$ cat config.mk
export PLATFORM = sky130hd
export DESIGN_NAME = rbx_exchanger
export DESIGN_NICKNAME = d
export VERILOG_FILES = /design/src/core/rbx_pkg.sv /design/src/core/rbx_stage.sv /design/src/core/rbx_exchanger.sv
export SDC_FILE = /design/constraint.sdc
export NUM_CORES = 1
export LEC_CHECK = 0
export BUFFER_PORTS_ARGS = -buffer_cell sky130_fd_sc_hd__buf_2
export CORE_MARGIN = 1
export CORE_UTILIZATION = 48
export DETAILED_ROUTE_END_ITERATION = 8
export GPL_TIMING_DRIVEN = 0
export PLACE_DENSITY = 0.79
export SETUP_SLACK_MARGIN = 0.15
export SLEW_MARGIN = 5
export SYNTH_ARGS = -nofsm -noshare
export SYNTH_HDL_FRONTEND = slang
export SYNTH_SLANG_ARGS = --single-unit
$ cat constraint.sdc
create_clock -name sys_clk -period 1.6 [get_ports sys_clk]
set_clock_uncertainty 0.1 [all_clocks]
set_input_delay 0.48 -clock sys_clk [delete_from_list [all_inputs] [get_ports sys_clk]]
set_output_delay 0.48 -clock sys_clk [all_outputs]
set_load 0.01 [all_outputs]
$ cat src/core/rbx_pkg.sv
// package for the registered bus exchanger: widths and reset values
// assumes one clock, synchronous active-low reset, no software registers
`default_nettype none

package rbx_pkg;
    // ******************************************************
    // widths
    // ******************************************************
    localparam int THIN_W = 16;  // narrow port, one wide half each
    localparam int MASK_W = 2;   // one mask bit per data byte

    // ******************************************************
    // reset values
    // ******************************************************
    localparam logic [THIN_W-1:0] DATA_RST = 16'h0000;
    localparam logic [MASK_W-1:0] MASK_RST = 2'h0;
    localparam logic              DIR_RST  = 1'h0;  // narrow side faces out
    localparam logic              OE_RST   = 1'h0;  // all pins floating

    // ******************************************************
    // pipeline depths seen at the pins, in clock edges
    // ******************************************************
    localparam int LOW_DEPTH  = 2;
    localparam int HIGH_DEPTH = 1;
endpackage

`default_nettype wire

$ cat src/core/rbx_stage.sv
// one storage register with a load enable and synchronous reset
// assumes the caller decides when it loads; rising edge only
`default_nettype none

module rbx_stage #(
    parameter int             W   = 16,
    parameter logic [W-1:0]   RST = '0
) (
    input  wire logic         sys_clk,
    input  wire logic         rstn,
    input  wire logic         load,
    input  wire logic [W-1:0] d,
    output var  logic [W-1:0] q
);
    // ******************************************************
    // storage
    // ******************************************************
    // hold is the default: a stage only moves when told
    always_ff @(posedge sys_clk) begin
        if (!rstn) begin
            q <= RST;
        end else if (load) begin
            q <= d;
        end
    end
endmodule

`default_nettype wire

$ cat src/core/rbx_exchanger.sv
// registered exchanger between a narrow port and a two-half wide port
// assumes inputs synchronous to sys_clk; pin resolution done outside
//
// Operation
// - all storage captures on the rising clock edge only
// - narrow word maps onto either half of the double-width port
// - wide-to-narrow: half_pick picks low or high half for thin_side
// - narrow-to-wide low half passes two register stages
// - narrow-to-wide high half passes one register stage
// - flow_sense is registered; direction changes on a clock edge
// - drive_enable_low high floats thin, both halves and mask outputs
// - flow_sense high drives wide halves; low drives thin_side
// - half_pick low captures thin_side toward both halves each edge in narrow-to-wide mode
// - half_pick high holds the wide outputs in narrow-to-wide mode
// - wide-to-narrow applies with enable low and flow_sense low
// - half_pick low loads the low half, driven onto thin_side
// - half_pick high: high half reaches thin_side after two edges
// - masks registered like narrow-to-wide data, low mask two edges
// - mask outputs enabled by drive_enable_low alone
`default_nettype none

module rbx_exchanger #(
    parameter int W = rbx_pkg::THIN_W,
    parameter int M = rbx_pkg::MASK_W
) (
    input  wire logic         sys_clk,
    input  wire logic         rstn,
    input  wire logic         flow_sense,
    input  wire logic         half_pick,
    input  wire logic         drive_enable_low,
    input  wire logic [W-1:0] thin_in,
    output var  logic [W-1:0] thin_out,
    output var  logic         thin_oe,
    input  wire logic [W-1:0] wide_low_in,
    input  wire logic [W-1:0] wide_high_in,
    output var  logic [W-1:0] wide_low_out,
    output var  logic [W-1:0] wide_high_out,
    output var  logic         wide_oe,
    input  wire logic         mask_in_low,
    input  wire logic         mask_in_high,
    output var  logic [M-1:0] mask_out_low,
    output var  logic [M-1:0] mask_out_high,
    output var  logic         mask_oe
);
    // ******************************************************
    // direction and enables
    // ******************************************************
    logic         dir_r;
    logic         dir_nxt;
    logic         thin_oe_nxt;
    logic         wide_oe_nxt;
    logic         mask_oe_nxt;

    // a pin group drives only while enabled and wanted; shared by all
    // three groups so the enable polarity lives in one place
    function automatic logic grp_on(
        input logic en_low,
        input logic want
    );
        return !en_low && want;
    endfunction

    assign dir_nxt     = flow_sense;
    assign wide_oe_nxt = grp_on(drive_enable_low, flow_sense);
    assign thin_oe_nxt = grp_on(drive_enable_low, !flow_sense);
    assign mask_oe_nxt = grp_on(drive_enable_low, 1'b1);

    // enables are registered with the direction so a turnaround
    // never has both ports driving between edges
    always_ff @(posedge sys_clk) begin
        if (!rstn) begin
            dir_r   <= rbx_pkg::DIR_RST;
            thin_oe <= rbx_pkg::OE_RST;
            wide_oe <= rbx_pkg::OE_RST;
            mask_oe <= rbx_pkg::OE_RST;
        end else begin
            dir_r   <= dir_nxt;
            thin_oe <= thin_oe_nxt;
            wide_oe <= wide_oe_nxt;
            mask_oe <= mask_oe_nxt;
        end
    end

    // ******************************************************
    // load decode
    // ******************************************************
    logic         a2b_load;
    logic         b2a_load;
    logic         mask_load;
    logic [W-1:0] low_stage_q;
    logic [W-1:0] high_stage_q;
    logic [W-1:0] thin_d;
    logic [M-1:0] mask_in;
    logic [M-1:0] mask_stage_q;

    // the old direction governs the edge on which it changes
    assign a2b_load  = dir_r && !half_pick;
    assign b2a_load  = !dir_r;
    assign mask_load = !half_pick;
    assign mask_in   = {mask_in_high, mask_in_low};
    assign thin_d    = half_pick ? high_stage_q : wide_low_in;

    // ******************************************************
    // narrow to wide data
    // ******************************************************
    // first of the two low-half stages
    rbx_stage #(.W(W), .RST(rbx_pkg::DATA_RST)) u_low_first (
        .sys_clk (sys_clk),
        .rstn    (rstn),
        .load    (a2b_load),
        .d       (thin_in),
        .q       (low_stage_q)
    );

    // second low-half stage drives the pins
    rbx_stage #(.W(W), .RST(rbx_pkg::DATA_RST)) u_low_out (
        .sys_clk (sys_clk),
        .rstn    (rstn),
        .load    (a2b_load),
        .d       (low_stage_q),
        .q       (wide_low_out)
    );

    // high half has a single register
    rbx_stage #(.W(W), .RST(rbx_pkg::DATA_RST)) u_high_out (
        .sys_clk (sys_clk),
        .rstn    (rstn),
        .load    (a2b_load),
        .d       (thin_in),
        .q       (wide_high_out)
    );

    // ******************************************************
    // wide to narrow data
    // ******************************************************
    // high half waits here one edge before reaching the output
    rbx_stage #(.W(W), .RST(rbx_pkg::DATA_RST)) u_high_first (
        .sys_clk (sys_clk),
        .rstn    (rstn),
        .load    (b2a_load),
        .d       (wide_high_in),
        .q       (high_stage_q)
    );

    // narrow output register, low half lands in one edge
    rbx_stage #(.W(W), .RST(rbx_pkg::DATA_RST)) u_thin_out (
        .sys_clk (sys_clk),
        .rstn    (rstn),
        .load    (b2a_load),
        .d       (thin_d),
        .q       (thin_out)
    );

    // ******************************************************
    // mask path, independent of direction
    // ******************************************************
    rbx_stage #(.W(M), .RST(rbx_pkg::MASK_RST)) u_mask_first (
        .sys_clk (sys_clk),
        .rstn    (rstn),
        .load    (mask_load),
        .d       (mask_in),
        .q       (mask_stage_q)
    );

    rbx_stage #(.W(M), .RST(rbx_pkg::MASK_RST)) u_mask_low (
        .sys_clk (sys_clk),
        .rstn    (rstn),
        .load    (mask_load),
        .d       (mask_stage_q),
        .q       (mask_out_low)
    );

    rbx_stage #(.W(M), .RST(rbx_pkg::MASK_RST)) u_mask_high (
        .sys_clk (sys_clk),
        .rstn    (rstn),
        .load    (mask_load),
        .d       (mask_in),
        .q       (mask_out_high)
    );
endmodule

`default_nettype wire

# Word-level counts from Yosys, hierarchy flattened
# Index checks and enable logic that the tools add are counted.
# W data, S select, Z words.
[word_totals]
word_cells = 17
regBits = 72
out_inout_bits = 55
input_bits = 55
[classes]
reduce_logical = 6
muxes = 1
[op_table]
columns = ["operator", "count"]
rows = [
  ["$mux W16", 1],
  ["$logic_and A1 B1 Y1", 3],
  ["$logic_not A1 Y1", 3],
]

# Logic depth before layout (Yosys ltp)
[depth]
depth_word = 2
depth_mapped = 6
mapped_depth_nobuf = 3

# Hierarchy
# From an unflattened synthesis, not the netlist that was laid out.
[hier_totals]
cells_unflattened = 302
hier_area_um2 = 3662.3
[modules_own_cells]
columns = ["mod", "cells_per_inst", "n_inst", "seq_area_each_um2", "area_each_um2"]
rows = [
  ["rbx_stage (u_high_first ...)", 51, 5, 320.3, 615.6],
  ["rbx_exchanger", 29, 1, 80.1, 366.6],
  ["rbx_stage (u_mask_first ...)", 6, 3, 40.0, 72.6],
]

# Worst setup path after synthesis
# Ideal clock, no wire load.
[synth_path]
kind = "input port to flip-flop"
start = "input half_pick"
end = "register u_low_first.q[10]"
path_stages = 6
setup_ns = 0.118
t_required_ns = 1.382
slack_ns = 0.245
path_buffers = 3
t_arrival_ns = 1.137
path_cell_list = "clkbuf_1 and2b_1 buf_6 buf_6 nand2_1 a21boi_2"
[synth_via]
elab_chain_cells = 2
[synth_lines]
columns = ["element", "line", "rtl"]
rows = [
  ["start: declaration", "rbx_exchanger.sv:29", "input wire logic half_pick,"],
  ["$logic_not A1 Y1", "-", ""],
  ["$logic_and A1 B1 Y1", "rbx_exchanger.sv:97", "assign a2b_load = dir_r && !half_pick;"],
  ["end signal: assignment", "rbx_stage.sv:21", "q <= RST;"],
  ["end signal: assignment", "rbx_stage.sv:23", "q <= d;"],
  ["end: declaration", "rbx_stage.sv:13", "output var logic [W-1:0] q"],
]
# Every way passes these cells.
# A chain may end at the register's enable or synchronous reset.

==> results.py <==
metrics = {
    "status": {
        "status": "finished, final reports clean",
    },
    "routing": {
        "vias": 2303,
        "wl_per_cell_um": 13.36,
        "drt_wl_total_um": 6426,
        "drc": 0,
        "drt-initial-drc-count": 62,
        "drt-vias-per-instance": 4.788,
        "drtPass1Iterations": 4,
        "drtAntennaViolNets": 0,
    },
    "run": {
        "drv_cap": 0,
    },
    "global_route": {
        "grt.met1_usage_pct": 25.07,
        "grt.overflow.total": 0,
        "met2_usage_pct": 36.03,
        "top_usage_layer": "met2",
        "grt_max_degree": 13,
        "grt_pass1_vias": 2277,
        "use_met3_pct": 5.862,
        "grt_antenna_before_repair": 0,
        "grt_pass1_wl_um": 10230,
        "grt_usage_pct": 21.43,
    },
    "sta": {
        "setup_viol": 0,
        "rsz0062_at_grt": "no",
        "layout_setup_ws_ns": 0.1817,
        "final.min_clock_period_ns": 1.418,
        "hold_slack_ns": 0.2050,
        "worst_pin_slew_ns": 0.4860,
        "hold_viol": 0,
        "tns_ns": 0,
        "finalMaxSlewViolations": 0,
        "relSlewSlack_pct": 67.60,
        "max_freq_mhz": 705.1,
        "finalCritPeriodShare_pct": 88.65,
    },
    "synth": {
        "synth_cells": 285,
        "yosysSeqAreaShare_pct": 50.39,
        "synth_cell_types": 17,
        "synth-edff-count": 0,
        "yosysTopAreaCellShare_pct": 50.39,
        "synth_most_common_cell": "dfxtp_1",
        "ys_top_cells_by_count": "dfxtp_1, nand2_1, mux2i_1, a21boi_2, nor2b_1",
        "postSynthAreaPerCell_sq_um": 10.04,
        "ys_async_sr_fraction_pct": 0,
        "yosysTopAreaCell": "dfxtp_1",
        "ys_seq_elements": 72,
        "syn_nets": 340,
        "yosys_warnings": 0,
        "synthFlopType": "dfxtp_1",
        "synth.cell_area_sq_um": 2860,
        "synth.area.top_cells": "dfxtp_1, mux2i_1, a21boi_2",
    },
    "clock_network": {
        "cts_made_buffers": 9,
        "clk_pin_slew_ns": 0.07,
        "cts.sinks": 72,
        "tritoncts": "done",
        "cts_root_buf": "clkbuf_8",
        "clk-insertion-delay-late_ns": 0.34,
        "cts_buffer_depth": 2,
        "htree_levels": 3,
        "cts_setup_buffers": 0,
        "ctsHoldBuffers": 0,
    },
    "worst_setup_path": {
        "regToRegStartpoint": "dir_r$_SDFF_PN0_",
        "crit_family": "flip-flops",
        "r2r_end": "u_thin_out.q[13]$_SDFFE_PN0N_",
        "reg2regPathDepth": 4,
        "cp_cell_sequence": "buf_2",
        "max_stage_delay_ns": 0.36,
        "cp-start-kind": "register",
        "crit_fanout": 3,
        "rrSetupSlack_ns": 0.23,
        "worstPathBufferInverterCount": 1,
        "critical_path_arrival_ns": 0.84,
        "worstPathRequired_ns": 1.02,
        "cp_slowest_cell": "dfxtp_1",
        "crit_path_end_kind": "output port",
        "path_class": "reg -> out",
    },
    "die": {
        "num_rows": 27,
        "core_sq_um": 5608,
        "die-area_sq_um": 6272,
        "start_util_pct": 51.00,
        "fp.dieW_um": 79.20,
        "fp.dieH_um": 79.20,
        "io_pins": 110,
    },
    "finish": {
        "layout-drive-gt1-share_pct": 43.28,
        "n_antenna_cell": 0,
        "fin_area_sq_um": 3707,
        "multiInputGateArea_sq_um": 1280,
        "syn2layout_area_growth_pct": 29.62,
        "post-route-util_pct": 66.11,
        "seq_area_sq_um": 1451,
        "filler_cell_count": 504,
        "fin_nets": 459,
    },
    "placed_design": {
        "pre_cts_slack_ns": -0.04843,
        "gp_congestion": 0.7690,
        "io_buffers": 108,
        "placed_area_sq_um": 3491,
        "dp_hpwl_um": 4581,
    },
    "pwr": {
        "peakVddDrop_uv": 750.1,
        "powerDensity_nw_per_um2": 1023,
        "p_leak_nw": 1.664,
    },
    "hold_path": {
        "min_from": "drive_enable_low",
        "whs_path_depth": 2,
        "hp-class": "in -> reg",
        "hold_path_end": "mask_oe$_SDFF_PN0_",
    },
}
==> through the flow <==
step | power, mW | cells
floorplan | 2.196 | 285
finish | 3.793 | 481
detailed placement | 2.370 | 465
global placement | 2.358 | 465
CTS | 3.825 | 481
global route | 3.936 | 481
==> report_power, final <==
| group | internal (mW) | switching (mW) | leakage, nW |
|---|---|---|---|
| Clock | 0.800 | 0.666 | 0.101 |
| Sequential | 1.88 | 0.0418 | 0.594 |
| Combinational | 0.206 | 0.204 | 0.968 |
==> logic make-up after synthesis <==
group	Yosys count	share of synthesized area, %
buffers and inverters	23	4.856
and+or+nand+nor	90	14.22
muxes	36	12.60
AOI/OAI and AO/OA	64	17.94
DFF	72	50.39
==> per-layer routing <==
layer / up-vias / wire, um
li1: 1184 / -
met5: - / 0
met1: 1030 / 2918
met3: 10 / 440
met4: 0 / 101
met2: 79 / 2966
==> cell usage in the layout (no fill, tap or decap) <==
cell and instances:
nand2_1 64, buf_2 112, and2_1 2, o21ai_0 16
a21boi_2 30, clkinvlp_4 2, nand2b_2 1, clkbuf_8 11
dfxtp_2 8, and2b_1 1, clkbuf_2 2, mux2i_1 36
a21boi_0 2, inv_1 1, buf_4 4, clkinv_2 2
dfxtp_1 64, a21oi_1 16, clkbuf_1 8, nor2b_1 22
buf_6 4, bufinv_16 1
==> state kept, by name, summed over array words and instances, names as in the netlist <==
| name | cells |
|---|---|
| mask_oe | 1 |
| u_low_out.q | 16 |
| thin_oe | 1 |
| wide_oe | 1 |
| dir_r | 1 |
| u_mask_first.q | 2 |
| u_low_first.q | 16 |
| u_high_first.q | 16 |
| u_mask_low.q | 2 |
| u_thin_out.q | 16 |
==> cell type report <==
class,count,area share (%)
plain buffers,22,3.645
clock buffers,11,4.084
clock inverters,5,1.485
inverters,1,0.1012
multi-input cells,190,34.53
flip-flops and latches,72,39.15
well taps,72,2.430
repair buffers,108,14.58
==> worst reg2reg max path: stages, from the launching register on <==
cell and delay, ns:
dfxtp_1 0.30, buf_4 0.18, inv_1 0.12, clkbuf_1 0.40, a21oi_1 0.13
==> timing repair <==
item,in CTS,in global routing
endpoints found under the setup margin,0,8
gates resized for setup,0,8
endpoints found under the hold margin,0,0
==> worst max path at each step <==
stage	startpoint	endpoint	cells after the start
2_1_floorplan	half_pick	u_low_first.q[10]$_SDFFE_PN0P_	6
3_3_place_gp	rstn	u_high_first.q[11]$_SDFFE_PN0N_	4
3_5_place_dp	rstn	u_high_first.q[12]$_SDFFE_PN0N_	4
4_1_cts	u_low_first.q[3]$_SDFFE_PN0P_	wide_high_out[3]	1
5_1_grt	u_low_first.q[15]$_SDFFE_PN0P_	wide_high_out[15]	1
6_report	u_low_first.q[14]$_SDFFE_PN0P_	wide_high_out[14]	1
(Power assumes the default switching activity.)
